File: src/shared/bis_defines.svh
// Timing and trial constants for the burner ignition sequencer
`ifndef BIS_DEFINES_SVH
`define BIS_DEFINES_SVH
`define BIS_CLK_HZ 64'd200000000
`define BIS_PURGE_S 64'd35
`define BIS_PURGE_CYC (`BIS_PURGE_S * `BIS_CLK_HZ)
`define BIS_TRIAL_S 64'd10
`define BIS_TRIAL_CYC (`BIS_TRIAL_S * `BIS_CLK_HZ)
`define BIS_LOCK_SHORT_S 64'd300
`define BIS_LOCK_LONG_S 64'd3600
`define BIS_LOCK_SHORT_CYC (`BIS_LOCK_SHORT_S * `BIS_CLK_HZ)
`define BIS_LOCK_LONG_CYC (`BIS_LOCK_LONG_S * `BIS_CLK_HZ)
`define BIS_MAX_TRIALS 2'h3
`define BIS_TRIALS_W 2
`define BIS_CNT_W 40
`endif

File: src/shared/bis_pkg.sv
// Types for the burner ignition sequencer
package bis_pkg;
  typedef enum logic [2:0] {
    BIS_IDLE = 3'h0,
    BIS_PURGE = 3'h1,
    BIS_TRIAL = 3'h2,
    BIS_BURN = 3'h3,
    BIS_LOCKOUT = 3'h4
  } bis_state_e;
endpackage

File: src/logic/bis_sequencer.sv
// Burner ignition sequencer: purge, three trials, burn, timed lockout
`timescale 1ns/100ps
`include "bis_defines.svh"

// How it works
// At most three trials per demand; lockout if third trial gets no flame.
// Lockout lasts 5 minutes or 1 hour, chosen by build parameter.
// Lockout expiry self-resets and grants three fresh trials.
// Only a power cycle (reset) clears lockout early; controller does it.
// Flame loss while demanded restarts ignition, counted as a trial.
// Power loss drops gas; on return with demand, ignition reruns.
// Controller enables on demand; sequencer holds 30-40 s purge delay.
// Gas, spark and sensing energize only after purge and airflow proven.
// Spark stops in the cycle flame is seen; gas stays open.
// Controller keeps combustion blower running throughout the demand.
// No configuration inputs; all delays and counts fixed at build.
// Open rollout limit closes the gas valve immediately in any state.
// Controller removes ignition enable at high limit; the blower keeps following want_heat and is not forced on.
// Lockout holds gas and spark off and ignores flame.
// Demand removal outside lockout closes gas, stops spark, idles, clears trial count.
module bis_sequencer #(
  parameter bit LONG_LOCKOUT = 1'b0,
  parameter logic [39:0] PURGE_CYC = 40'(`BIS_PURGE_CYC),
  parameter logic [39:0] TRIAL_CYC = 40'(`BIS_TRIAL_CYC),
  parameter logic [39:0] LOCK_SHORT_CYC = 40'(`BIS_LOCK_SHORT_CYC),
  parameter logic [39:0] LOCK_LONG_CYC = 40'(`BIS_LOCK_LONG_CYC)
)
(
  input wire logic ref_clk,
  input wire logic resetn,
  input wire logic heat_demand,
  input wire logic airflow_prove,
  input wire logic rollout_ok,
  input wire logic flame_present,
  output logic gas_valve,
  output logic spark,
  output logic flame_sense,
  output logic lockout
);

  localparam logic [39:0] LOCK_CYC = LONG_LOCKOUT ? LOCK_LONG_CYC : LOCK_SHORT_CYC;

  bis_pkg::bis_state_e state;
  bis_pkg::bis_state_e next_state;
  logic [`BIS_CNT_W-1:0] timer;
  logic [`BIS_TRIALS_W-1:0] trials;
  logic timer_done;
  logic trial_start;

  always_comb
  begin
    unique case (state)
      bis_pkg::BIS_PURGE: timer_done = (timer >= PURGE_CYC - 40'h1);
      bis_pkg::BIS_TRIAL: timer_done = (timer >= TRIAL_CYC - 40'h1);
      bis_pkg::BIS_LOCKOUT: timer_done = (timer >= LOCK_CYC - 40'h1);
      default: timer_done = 1'b0;
    endcase
  end

  // Sequence control
  always_comb
  begin
    next_state = state;
    trial_start = 1'b0;
    unique case (state)
      bis_pkg::BIS_IDLE:
        if (heat_demand)
          next_state = bis_pkg::BIS_PURGE;
      bis_pkg::BIS_PURGE:
        if (!heat_demand)
          next_state = bis_pkg::BIS_IDLE;
        else if (timer_done && airflow_prove && rollout_ok)
        begin
          next_state = bis_pkg::BIS_TRIAL;
          trial_start = 1'b1;
        end
      bis_pkg::BIS_TRIAL:
        if (!heat_demand)
          next_state = bis_pkg::BIS_IDLE;
        else if (flame_present && airflow_prove && rollout_ok)
          next_state = bis_pkg::BIS_BURN;
        else if (timer_done || !airflow_prove || !rollout_ok)
        begin
          if (trials >= `BIS_MAX_TRIALS)
            next_state = bis_pkg::BIS_LOCKOUT;
          else
            next_state = bis_pkg::BIS_PURGE;
        end
      bis_pkg::BIS_BURN:
        if (!heat_demand)
          next_state = bis_pkg::BIS_IDLE;
        else if (!flame_present || !airflow_prove || !rollout_ok)
        begin
          if (trials >= `BIS_MAX_TRIALS)
            next_state = bis_pkg::BIS_LOCKOUT;
          else if (airflow_prove && rollout_ok)
          begin
            next_state = bis_pkg::BIS_TRIAL;
            trial_start = 1'b1;
          end
          else
            next_state = bis_pkg::BIS_PURGE;
        end
      bis_pkg::BIS_LOCKOUT:
        if (timer_done)
          next_state = bis_pkg::BIS_IDLE;
      default:
        next_state = bis_pkg::BIS_IDLE;
    endcase
  end

  always_ff @(posedge ref_clk)
  begin
    if (!resetn)
      state <= bis_pkg::BIS_IDLE;
    else
      state <= next_state;
  end

  always_ff @(posedge ref_clk)
  begin
    if (!resetn || next_state != state)
      timer <= '0;
    else if (!timer_done)
      timer <= timer + 40'h1;
  end

  always_ff @(posedge ref_clk)
  begin
    if (!resetn || next_state == bis_pkg::BIS_IDLE)
      trials <= '0;
    else if (trial_start)
      trials <= trials + 2'h1;
  end

  // Outputs registered from the next state; flame and rollout act in the same edge
  always_ff @(posedge ref_clk)
  begin
    if (!resetn)
    begin
      gas_valve <= 1'b0;
      spark <= 1'b0;
      flame_sense <= 1'b0;
      lockout <= 1'b0;
    end
    else
    begin
      gas_valve <= (next_state == bis_pkg::BIS_TRIAL || next_state == bis_pkg::BIS_BURN)
        && rollout_ok;
      spark <= next_state == bis_pkg::BIS_TRIAL && !flame_present;
      flame_sense <= next_state == bis_pkg::BIS_TRIAL || next_state == bis_pkg::BIS_BURN;
      lockout <= next_state == bis_pkg::BIS_LOCKOUT;
    end
  end

  chk_rollout_gas: assert property (@(posedge ref_clk) disable iff (!resetn)
    !rollout_ok |=> !gas_valve) else $error("gas open after rollout");
  chk_lock_quiet: assert property (@(posedge ref_clk) disable iff (!resetn)
    lockout |-> !gas_valve && !spark) else $error("output active in lockout");
  chk_demand_drop: assert property (@(posedge ref_clk) disable iff (!resetn)
    !heat_demand && state != bis_pkg::BIS_LOCKOUT |=> !gas_valve && !spark)
    else $error("output after demand drop");
  chk_flame_spark: assert property (@(posedge ref_clk) disable iff (!resetn)
    flame_present |=> !spark) else $error("spark while flame");
  chk_purge_first: assert property (@(posedge ref_clk) disable iff (!resetn)
    $rose(gas_valve) |-> $past(state) != bis_pkg::BIS_IDLE)
    else $error("gas without purge");
  chk_trial_limit: assert property (@(posedge ref_clk) disable iff (!resetn)
    trials <= `BIS_MAX_TRIALS) else $error("trial count over limit");
  chk_lock_entry: assert property (@(posedge ref_clk) disable iff (!resetn)
    $rose(lockout) |-> $past(trials) == `BIS_MAX_TRIALS)
    else $error("lockout before third trial");
  chk_lock_exit: assert property (@(posedge ref_clk) disable iff (!resetn)
    $fell(lockout) |-> trials == 2'h0) else $error("trials not renewed");
  chk_airflow_gas: assert property (@(posedge ref_clk) disable iff (!resetn)
    $rose(gas_valve) |-> $past(airflow_prove)) else $error("gas without airflow");

  // Outputs, state transitions and the trial count must follow the sequence rules
  chk_spark_gas: assert property (@(posedge ref_clk) disable iff (!resetn)
    spark |-> gas_valve && flame_sense)
    else $error("spark without gas");
  chk_sense_gas: assert property (@(posedge ref_clk) disable iff (!resetn)
    gas_valve |-> flame_sense)
    else $error("gas without sensing");
  chk_sense_trial: assert property (@(posedge ref_clk) disable iff (!resetn)
    state == bis_pkg::BIS_TRIAL |-> flame_sense)
    else $error("no sensing in trial");
  chk_airflow_loss: assert property (@(posedge ref_clk) disable iff (!resetn)
    gas_valve && !airflow_prove |=> !gas_valve)
    else $error("gas kept after airflow loss");
  chk_purge_enter: assert property (@(posedge ref_clk) disable iff (!resetn)
    state == bis_pkg::BIS_IDLE && heat_demand |=> state == bis_pkg::BIS_PURGE && !gas_valve)
    else $error("demand did not start purge");
  chk_purge_hold: assert property (@(posedge ref_clk) disable iff (!resetn)
    state == bis_pkg::BIS_PURGE && !timer_done |=> !gas_valve && !spark)
    else $error("gas before purge end");
  chk_flame_burn: assert property (@(posedge ref_clk) disable iff (!resetn)
    state == bis_pkg::BIS_TRIAL && heat_demand && flame_present && airflow_prove && rollout_ok
    |=> gas_valve && !spark) else $error("flame did not stop spark");
  chk_restart_spark: assert property (@(posedge ref_clk) disable iff (!resetn)
    state == bis_pkg::BIS_BURN && heat_demand && !flame_present && airflow_prove && rollout_ok
    && trials < `BIS_MAX_TRIALS |=> spark && gas_valve) else $error("no restart");
  chk_trial_step: assert property (@(posedge ref_clk) disable iff (!resetn)
    trial_start && heat_demand |=> trials == $past(trials) + 2'h1)
    else $error("trial not counted");
  chk_lock_hold: assert property (@(posedge ref_clk) disable iff (!resetn)
    state == bis_pkg::BIS_LOCKOUT && !timer_done |=> lockout && !gas_valve)
    else $error("lockout left early");
  chk_lock_demand: assert property (@(posedge ref_clk) disable iff (!resetn)
    state == bis_pkg::BIS_LOCKOUT && !heat_demand && !timer_done |=> lockout)
    else $error("demand drop cleared lockout");
  chk_lock_expire: assert property (@(posedge ref_clk) disable iff (!resetn)
    state == bis_pkg::BIS_LOCKOUT && timer_done |=> !lockout && state == bis_pkg::BIS_IDLE)
    else $error("lockout did not expire");
  chk_idle_quiet: assert property (@(posedge ref_clk) disable iff (!resetn)
    state == bis_pkg::BIS_IDLE |-> !gas_valve && !spark && !flame_sense && !lockout)
    else $error("output active in idle");
  chk_demand_clear: assert property (@(posedge ref_clk) disable iff (!resetn)
    !heat_demand && state != bis_pkg::BIS_LOCKOUT |=> trials == 2'h0)
    else $error("trial count kept");

endmodule

File: config.mk
export PLATFORM = sky130hd
export DESIGN_NAME = bis_sequencer
export DESIGN_NICKNAME = d
export VERILOG_FILES = /design/src/shared/bis_pkg.sv /design/src/logic/bis_sequencer.sv
export VERILOG_INCLUDE_DIRS = /design/src /design/src/shared
export SDC_FILE = /design/constraint.sdc
export NUM_CORES = 1
export LEC_CHECK = 0
export BUFFER_PORTS_ARGS = -buffer_cell sky130_fd_sc_hd__buf_2
export CORE_MARGIN = 3
export CORE_UTILIZATION = 40
export CTS_CLUSTER_DIAMETER = 40
export DETAILED_ROUTE_END_ITERATION = 8
export HOLD_SLACK_MARGIN = 0.06
export REMOVE_ABC_BUFFERS = 1
export SLEW_MARGIN = 20
export SYNTH_ARGS = -nofsm -noshare
export SYNTH_HDL_FRONTEND = slang
export SYNTH_SLANG_ARGS = --single-unit
File: constraint.sdc
create_clock -name ref_clk -period 5.8 [get_ports ref_clk]
set_input_delay 0.29 -clock ref_clk [delete_from_list [all_inputs] [get_ports ref_clk]]
set_output_delay 0.29 -clock ref_clk [all_outputs]
set_load 0.01 [all_outputs]
### Yosys cells after proc, flatten, opt, wreduce, memory -nomap -nowiden

Cells that the tools add are included.

| storage, ports and cells | value |
|---|---|
| output and inout port bits | 4 |
| register bits | 49 |
| word-level logic and storage cells | 62 |
| input port bits | 6 |

| cells by class | value |
|---|---|
| multiplexer cells | 21 |
| equality and inequality tests | 8 |
| add/subtract/negate cells | 2 |
| magnitude comparators | 4 |
| reductions and logical operators | 20 |

Operator list:

| kind | count |
|---|---|
| $add A40 B1 Y40 const B | 1 |
| $ge A40 B31 Y1 const B | 1 |
| $ge A40 B33 Y1 const B | 1 |
| $ge A40 B36 Y1 const B | 1 |
| $mux W3 | 11 |
| $pmux W3 S5 | 1 |
| $eq A3 B2 Y1 const B | 4 |
| $logic_and A1 B1 Y1 | 7 |
| $logic_or A1 B1 Y1 | 7 |
| $eq A3 B3 Y1 const B | 2 |
| $logic_not A3 Y1 | 2 |
| $mux W1 | 6 |
| $logic_not A1 Y1 | 4 |
| $eq A3 B1 Y1 const B | 1 |
| $ne A3 B3 Y1 | 1 |
| $pmux W1 S3 | 1 |
| $add A2 B1 Y2 const B | 1 |
| $ge A2 B2 Y1 const B | 1 |
| $mux W2 | 1 |
| $pmux W1 S2 | 1 |

### Longest topological paths before layout

Gate-level depths: netlist (run 1).

| logic depth | value |
|---|---|
| depth in word-level cells | 11 |
| gate-level depth with buffers | 10 |
| gate-level depth less buffers | 9 |

### Worst setup path before layout (run 1)

OpenSTA, ideal clock, no wires.

| timing | value |
|---|---|
| kind | reg2reg |
| start point | reg timer[30] |
| end point | reg timer[13] |
| arrival time | 2.317 ns |
| data required time | 5.683 ns |
| period minus slack after synthesis | 2.435 ns |
| path buffers | 0 |
| setup slack | 3.365 ns |
| cell stages (with the launch flop) | 9 |
| library setup time | 0.117 ns |
| path through | dfxtp_1 > or4_1 > nor2_1 > o311a_2 > a21oi_2 > or4_4 > or3_2 > xor2_1 > nor2_1 |

| between the ends | value |
|---|---|
| cells in the longest elaborated chain, start to end | 10 |
| elaborated cells on any way between the ends | 17 |
| classes of those cells | order compare: 3; eq/ne: 1; mux: 8; reduce/logical: 5 |

Ends and longest elaborated chain:

| what | RTL line | source |
|---|---|---|
| start, declared | bis_sequencer.sv:45 | `` logic [`BIS_CNT_W-1:0] timer; `` |
| start signal, assigned | bis_sequencer.sv:125 | `timer <= timer + 40'h1;` |
| $ge A40 B36 Y1 (tied with other cells) | bis_sequencer.sv:55 | `bis_pkg::BIS_LOCKOUT: timer_done = (timer >= LOCK_CYC - 40'h1);` |
| $pmux W1 S3 (*) | bis_sequencer.sv:52 | `unique case (state)` |
| $logic_or A1 B1 Y1 (2 in series) | bis_sequencer.sv:82 | `else if (timer_done \|\| !airflow_prove \|\| !rollout_ok)` |
| $mux W3 | bis_sequencer.sv:82 |  |
| $mux W3 | bis_sequencer.sv:80 | `else if (flame_present && airflow_prove && rollout_ok)` |
| $mux W3 | bis_sequencer.sv:78 | `if (!heat_demand)` |
| $pmux W3 S5 | bis_sequencer.sv:65 | `unique case (state)` |
| $ne A3 B3 Y1 | bis_sequencer.sv:122 | `if (!resetn \|\| next_state != state)` |
| $logic_or A1 B1 Y1 | bis_sequencer.sv:122 |  |

Every way passes the cells marked *; elsewhere a longest branch is shown, timed or not.
A chain may end at the register's enable or synchronous reset.

### Worst setup path after layout (run 1)

| timing | value |
|---|---|
| start point | reg timer[36] |
| end point | reg timer[15] |

The elaborated chain is that of the path after synthesis.

==> flow_summary.yaml, run 1 <==
min_path:
  hold_end: "spark"
  hold_path.class: "input pin to flip-flop"
  worstHoldStart: "flame_present"
  min_path_cells: 2
global_route:
  grt_pass1_vias: 2175
  grt_max_degree: 41
  grt_pass1_wl_mm: 10.4
  gr-total-overflow: 0
  antenna_found_initial: 0
  grt_use_total_pct: 16.4
route:
  ant_nets: 0
  vias: 2397
  drc_errors: 0
  drt_iter0_drc: 142
  viasPerCell: 5.68
  routedWlPerCell_um: 14.2
  wl_mm: 5.99
  first_pass_iters: 4
die:
  num_io_pins: 10
  initial_core_util_pct: 42.4
  coreArea_um2: 6530
  dieArea_um2: 7960
  die_w_um: 89.2
  die_height_um: 89.2
  num_rows: 29
logic_synthesis:
  ys_warn_count: 0
  synth.distinct_cells: 53
  yosys.area_share.simple_pct: 34.9
  synth_fa_ha_area_share_pct: 0.903
  post_synth_mux_area_share_pct: 0.723
  synth_compound_area_share_pct: 11.2
  synth_top_area_share_pct: 35.4
  yosys_most_used_dff: "dfxtp_1"
  synth_commonest_cells: "nor2_1, dfxtp_1, nand2_1"
  ys_seq_area_share_pct: 35.4
  netlist_top_cells_area: "dfxtp_1, nor2_1, xor2_1, nand4_1, xnor2_1"
  yosysMostFrequentCell: "nor2_1"
  postSynth.asyncResetShare_pct: 0
  avgSynthCellArea_um2: 8.05
  yosys.area_share.xor_xnor_pct: 12.0
  synth_top_cell_by_area: "dfxtp_1"
  synth_top_family_by_area: "simple AND/OR/NAND/NOR gates"
  synth_edf_count: 0
  syn-instance-count: 344
  ys_seq_elements: 49
  syn_area_um2: 2770
worst_setup_path:
  crit_arrival_ns: 3.00
  r2r_slack_ns: 2.98
  timing.rr.start: "timer[36]"
  slowest_stage: "or4_4"
  r2r_end: "timer[15]"
  crit_chain: "nor4_4, nand4_1, a41oi_1, a21oi_1, or4_4, or4_1, xor2_1, nor2_1"
  required_ns: 5.98
  crit_fanout: 14
  end_kind: "flip-flop"
  worst_path_largest_cell_delay_ns: 0.69
  cp-start-kind: "flip-flop"
  path_class: "flip-flop to flip-flop"
  r2r_cells: 8
finish:
  drive_gt1_share_pct: 8.70
  utilization_pct: 44.5
  diodes: 0
  finalNetCount: 354
  syn_to_final_growth_pct: 4.92
timing:
  fin_setup_tns_ns: 0
  clock_skew_ns: 0.00602
  fmax_ghz: 0.354
  worst_pin_slew_ns: 0.784
  fin_crit_ns: 2.82
  timing.final.crit_share_pct: 48.7
  rsz0062_at_grt: "no"
  slew_violations: 0
  finalHoldViolations: 0
  maxSlewHeadroom_pct: 47.6
  setup_viol: 0
placement:
  place.port_buffers: 9
  place_hpwl_mm: 4.25
  routabilityCongestion: 0.835
clock_tree:
  cts_hold_buffers: 0
  h-tree-depth: 2
  cts_buffers: 5
  cts_tree: "done"
  cts_resized: 0
  cts_root_buf: "clkbuf_8"
  clk_pin_slew_ns: 0.09
  cts_sinks: 49
  cts_setup_buffers: 0
  clk_latency_ns: 0.30
  clockBufferDepth: 2
pwr:
  p_sw_share_pct: 23.1
  leakage_nw: 0.979
  clock_power_share_pct: 33.8
  power_frac_seq_pct: 61.5
  combPwrFrac_pct: 4.8
  p_int_w: 0.000426
  p_sw_w: 0.000128
  ir_drop_mv: 0.0918
  power_density_nw_per_um2: 191
status:
  status: "complete, no violations"
flow_run:
  maxCapViolations: 0
-- layer usage --
metal | vias up | share of wire, % | GRT usage, %
met1 | 1097 | 49 | 23.2
met5 | - | 0 | 0
met4 | 0 | 1.3 | 4.60
met3 | 8 | 5.1 | 3.04
met2 | 60 | 44 | 25.7
li1 | 1232 | - | -
-- power groups by stage --
stage	Combinational [W]	Clock [W]	Sequential (W)
2_1_floorplan	0.0000173	0	0.000348
3_3_place_gp	0.0000267	0	0.000348
3_5_place_dp	0.0000267	0	0.000348
4_1_cts	0.0000269	0.000195	0.000340
5_1_grt	0.0000299	0.000212	0.000341
6_report	0.0000263	0.000187	0.000340
-- sequential cells by signal, summed over array words and instances, names as in the netlist --
| name | flops |
|---|---|
| state | 3 |
| trials | 2 |
| lockout | 1 |
| spark | 1 |
| gas_valve | 1 |
| timer | 40 |
| flame_sense | 1 |
-- worst max-delay path by stage --
stage / depth (start not counted) / startpoint / end / slack (ns)
after floorplan: 8 / timer[30] / timer[24] / 2.41
after global placement: 8 / timer[36] / trials[0] / 3.00
after detailed placement: 8 / timer[36] / timer[15] / 3.00
after CTS: 8 / timer[36] / timer[15] / 2.97
after global routing: 8 / timer[12] / trials[0] / 2.64
final: 8 / timer[36] / timer[15] / 2.98
-- stage by stage --
step           hold slack [ns]  instance area [um^2]  instances  worst slack [ns]  power, W
3_3_place_gp             0.500                  2830        416              3.00  0.000375
6_report                 0.243                  2910        422              2.98  0.000554
3_5_place_dp             0.508                  2830        416              3.00  0.000375
2_1_floorplan            0.362                  2670        328              2.41  0.000365
5_1_grt                  0.220                  2910        422              2.64  0.000583
4_1_cts                  0.233                  2910        422              2.97  0.000562
-- worst max-delay path, delay by kind of cell (launching register included) --
kind                      cells  cell delay, ns
DFF                           1            0.36
AOI/OAI and AO/OA             2            0.44
and+or+nand+nor               5            1.76
xor gates and xnor gates      1            0.14
-- layout by cell type (no fill, tap or decap), types with 2 or more instances in the layout --
| master | n |
|---|---|
| nor2_1 | 55 |
| dfxtp_1 | 49 |
| nand2_1 | 24 |
| xor2_1 | 23 |
| nand4_1 | 21 |
| nand3_1 | 18 |
| xnor2_1 | 15 |
| a21oi_1 | 14 |
| o21ai_0 | 12 |
| and3_1 | 12 |
| inv_1 | 9 |
| nor3_1 | 9 |
| buf_2 | 9 |
| and2_1 | 7 |
| nor4_1 | 6 |
| nor2b_1 | 5 |
| clkbuf_8 | 5 |
| nor3b_1 | 3 |
| or4_1 | 3 |
| and4_1 | 3 |
| nand4b_1 | 2 |
| a2111oi_0 | 2 |
| nor4_4 | 2 |
| o41ai_1 | 2 |
| a211o_2 | 2 |
| o21a_1 | 2 |
| or3_2 | 2 |
| or3_1 | 2 |
| mux2i_1 | 2 |
| ha_1 | 2 |
| buf_4 | 2 |
-- cell type report --
class,count,area [um^2]
fillers,675,3620
multi-input cells,270,1660
flip-flops and latches,49,981
well taps,77,96.3
clock buffers,5,68.8
repair buffers,11,60.1
inverters,9,33.8
clock inverters,1,5.00
-- cell families after synthesis --
kind of cell | Yosys count
buf+inv | 25
xor+xnor | 38
flops | 49
mux | 2
compound gates | 47
fa+ha+maj | 2
simple gates | 181
(Power assumes the default switching activity.)
==> inputs of run 2 (changes only) <==
clock period = 2.71 ns   (was 5.8 ns; I/O delays follow)
==> flow_summary.yaml, run 2 (synthesis results as in run 1) <==
route:
  routedWlPerCell_um: 14.7
  drt_iter0_drc: 116
  highest_layer: "met4"
  viasPerCell: 5.66
  route.layer.met1.wl_mm: 3.32
  first_pass_iters: 4
  ant_nets: 0
  vias: 2557
  drc_errors: 0
  wl_met3_um: 223
  wl_mm: 6.66
  wl_met2_mm: 3.03
finish:
  final_cell_mix: "nor2_1, dfxtp_1, buf_4"
  final_cell_count_no_fill: 452
  largest_reg_flops: 40
  largestRegisters: "timer (40), state (3), trials (2)"
  diodes: 0
  regMostFlops: "timer"
  syn_to_final_growth_pct: 16.4
  layout_commonest_cell: "nor2_1"
  regArea_um2: 983
  multi_input_area_um2: 1760
  drive_gt1_share_pct: 20.3
  fillCellCount: 666
  utilization_pct: 49.3
  finalNetCount: 382
worst_setup_path:
  path_class: "flip-flop to flip-flop"
  crit_fanout: 6
  cp-start-kind: "flip-flop"
  required_ns: 2.90
  crit_arrival_ns: 2.88
  end_kind: "flip-flop"
pwr:
  power_density_nw_per_um2: 378
  p_sw_share_pct: 23.9
  leakage_nw: 1.15
  power_frac_seq_pct: 59.6
  p_int_w: 0.000928
  ir_drop_mv: 0.173
  combPwrFrac_pct: 5.7
  p_sw_w: 0.000292
  clock_power_share_pct: 34.7
timing:
  setup_viol: 0
  slew_violations: 0
  finalHoldViolations: 0
  maxSlewHeadroom_pct: 71.0
  worst_pin_slew_ns: 0.431
  fin_crit_ns: 2.68
  fmax_ghz: 0.373
  clock_skew_ns: 0.00741
  timing.final.crit_share_pct: 99.0
  rsz0062_at_grt: "yes"
  fin_hold_ws_ns: 0.0758
die:
  dieArea_um2: 7960
  coreArea_um2: 6530
  num_io_pins: 10
  die_height_um: 89.2
  num_rows: 29
  die_w_um: 89.2
  initial_core_util_pct: 42.4
global_route:
  grt_pass1_wl_mm: 11.0
  antenna_found_initial: 0
  grt_pass1_vias: 2340
  grt_max_degree: 21
  gr-total-overflow: 0
  grt_use_total_pct: 17.4
clock_tree:
  cts_buffers: 5
  h-tree-depth: 2
  clockBufferDepth: 2
  cts_sinks: 49
  cts_root_buf: "clkbuf_8"
  clk_pin_slew_ns: 0.09
  clk_latency_ns: 0.30
  cts_tree: "done"
placement:
  routabilityCongestion: 0.903
  place_hpwl_mm: 4.80
  placed_cells_incl_taps: 442
  place.port_buffers: 9
flow_run:
  maxCapViolations: 0
min_path:
  hold_path.class: "input pin to flip-flop"
status:
  status: "complete, no violations"
[run 2: layout make-up]
type	instances	area share [%]
repair buffers	38	8.15
inverters	9	1.05
multi-input cells	271	54.6
well taps	77	2.99
clock inverters	3	0.543
clock buffers	5	2.14
flip-flops and latches	49	30.5
[run 2: repair_timing]
action	CTS	global route
gates resized for setup	0	24
endpoints found under the setup margin	0	42
hold buffers	0	0
setup buffers	0	1
[run 2: per-stage QoR]
stage / area, um^2 / power, W / setup TNS (ns) / setup WS, ns
finish: 3220 / 0.00122 / 0 / 0.0282
global route: 3220 / 0.00127 / -0.0463 / -0.0265
detailed placement: 3030 / 0.000809 / 0 / 0.0446
global placement: 3030 / 0.000808 / 0 / 0.104
floorplan: 2670 / 0.000781 / -23.50 / -0.682
CTS: 3110 / 0.00123 / 0 / 0.0353
[run 2: critical path: stages (launching register included)]
cell     delay [ns]
dfxtp_2        0.34
or4_1          0.53
nor2_2         0.14
o311a_2        0.22
a21oi_2        0.07
or4_4          0.60
or4_1          0.44
xor2_1         0.17
nor2_1         0.05
[run 2: final timing paths]
path / startpoint / to / slack (ns) / depth (start not counted)
min: flame_present / spark / 0.08 / 2
max reg2reg: timer[28] / timer[15] / 0.03 / 8
max: timer[28] / timer[15] / 0.03 / 8
min reg2reg: timer[39] / timer[39] / 0.52 / 2
[run 2: power by group through the flow]
stage | logic, W | registers, W | clock network (W)
floorplan | 0.0000370 | 0.000744 | 0
global placement | 0.0000656 | 0.000743 | 0
detailed placement | 0.0000661 | 0.000743 | 0
CTS | 0.0000661 | 0.000726 | 0.000438
global route | 0.0000784 | 0.000727 | 0.000464
finish | 0.0000698 | 0.000726 | 0.000423
[run 2: layer usage]
layer	track usage, %	vias to the layer above
met5	0	-
met4	6.36	0
met3	3.32	10
met2	27.2	39
met1	24.0	1218
li1	-	1290
==> inputs of run 3 (changes only) <==
clock period = 3 ns   (was 2.71 ns; I/O delays follow)
==> flow_summary.yaml, run 3 (synthesis results as in run 1) <==
status:
  status: "complete, no violations"
placement:
  routabilityCongestion: 0.925
  place.port_buffers: 9
  place_hpwl_mm: 4.70
finish:
  layout_commonest_cell: "nor2_1"
  regMostFlops: "timer"
  final_cell_mix: "nor2_1, dfxtp_1, buf_4"
  fillCellCount: 668
  finalNetCount: 382
  drive_gt1_share_pct: 15.5
  largest_reg_flops: 40
  syn_to_final_growth_pct: 13.3
  largestRegisters: "timer (40), state (3), trials (2)"
  diodes: 0
timing:
  fmax_ghz: 0.351
  rsz0062_at_grt: "no"
  finalHoldViolations: 0
  slew_violations: 0
  setup_viol: 0
  timing.final.crit_share_pct: 94.9
  worst_pin_slew_ns: 0.688
  maxSlewHeadroom_pct: 54.0
  clock_skew_ns: 0.00794
  fin_setup_tns_ns: 0
  fin_hold_ws_ns: 0.0841
  fin_crit_ns: 2.85
die:
  dieArea_um2: 7960
  coreArea_um2: 6530
  die_height_um: 89.2
  num_io_pins: 10
  initial_core_util_pct: 42.4
  num_rows: 29
  die_w_um: 89.2
clock_tree:
  cts_sinks: 49
  clockBufferDepth: 2
  clk_latency_ns: 0.31
  cts_tree: "done"
  cts_hold_buffers: 0
  cts_buffers: 5
  cts_root_buf: "clkbuf_8"
  h-tree-depth: 2
  clk_pin_slew_ns: 0.09
worst_setup_path:
  cp_num_cells: 10
  r2r_slack_ns: 0.15
  crit_arrival_ns: 3.04
  path_class: "flip-flop to flip-flop"
  worst-path-buf-inv: 2
  critPathTopFamily: "simple AND/OR/NAND/NOR gates"
  r2r_cells: 10
  crit_fanout: 11
  slowest_stage: "or4_4"
  worst_path_largest_cell_delay_ns: 0.62
  end_kind: "flip-flop"
  cp-start-kind: "flip-flop"
  crit_chain: "or4_1, nor2_1, o311a_2, a21oi_2, buf_4, or4_4, buf_4, nor4_4, xnor2_1, nor2_1"
  required_ns: 3.20
pwr:
  ir_drop_mv: 0.124
  leakage_nw: 1.13
  total_power_w: 0.00110
  power_density_nw_per_um2: 349
route:
  viasPerCell: 5.58
  routedWlPerCell_um: 14.2
  vias: 2523
  drc_errors: 0
  first_pass_iters: 4
  ant_nets: 0
  wl_mm: 6.43
  drt_iter0_drc: 168
global_route:
  grt_pass1_wl_mm: 10.9
  grt_use_total_pct: 17.3
  grt_max_degree: 24
  grt_pass1_vias: 2366
  antenna_found_initial: 0
  gr-total-overflow: 0
flow_run:
  maxCapViolations: 0
min_path:
  min_path_cells: 2
  hold_path.class: "input pin to flip-flop"
==> run 3: where the power goes <==
group | internal [W] | switching, W | leakage, nW | total [W]
clock | 0.000166 | 0.000217 | 0.0395 | 0.000384
combinational | 0.0000188 | 0.0000349 | 0.694 | 0.0000537
sequential | 0.000653 | 0.00000495 | 0.395 | 0.000658
==> run 3: what timing repair did <==
| action | 4_1_cts | 5_1_grt |
|---|---|---|
| setup endpoints to repair | 0 | 27 |
| endpoints found under the hold margin | 0 | 0 |
| setup buffers | 0 | 4 |
| resized for setup | 0 | 3 |
==> run 3: area by class of cell <==
class | instances | area [um^2] | area share, %
multi-input combinational | 270 | 1680 | 53.4
sequential | 49 | 981 | 31.3
timing repair buffer | 39 | 270 | 8.61
tap | 77 | 96.3 | 3.07
clock buffer | 8 | 80.1 | 2.55
inverter | 9 | 33.8 | 1.08
==> run 3: worst paths after layout <==
kind | startpoint | end
worst max register to register | timer[28] | timer[31]
worst max-delay path | timer[28] | timer[31]
worst min-delay path | flame_present | spark
worst min register to register | timer[5] | timer[5]
==> run 3: per-layer routing <==
metal	track usage [%]	vias to the layer above	share of wire, %
met5	0	-	0
met4	6.36	0	2.4
li1	-	1288	-
met2	26.5	59	43
met3	3.69	18	4.6
met1	23.9	1158	49
==> run 3: stage by stage <==
stage	cell area, um^2	worst slack (ns)	std cells	util (%)
final	3140	0.153	452	48.0
after detailed placement	3010	0.0565	440	46.1
after global routing	3140	0.0194	452	48.0
after global placement	3010	0.120	440	46.1
after CTS	3090	0.0240	448	47.4
after floorplan	2670	-0.392	328	-
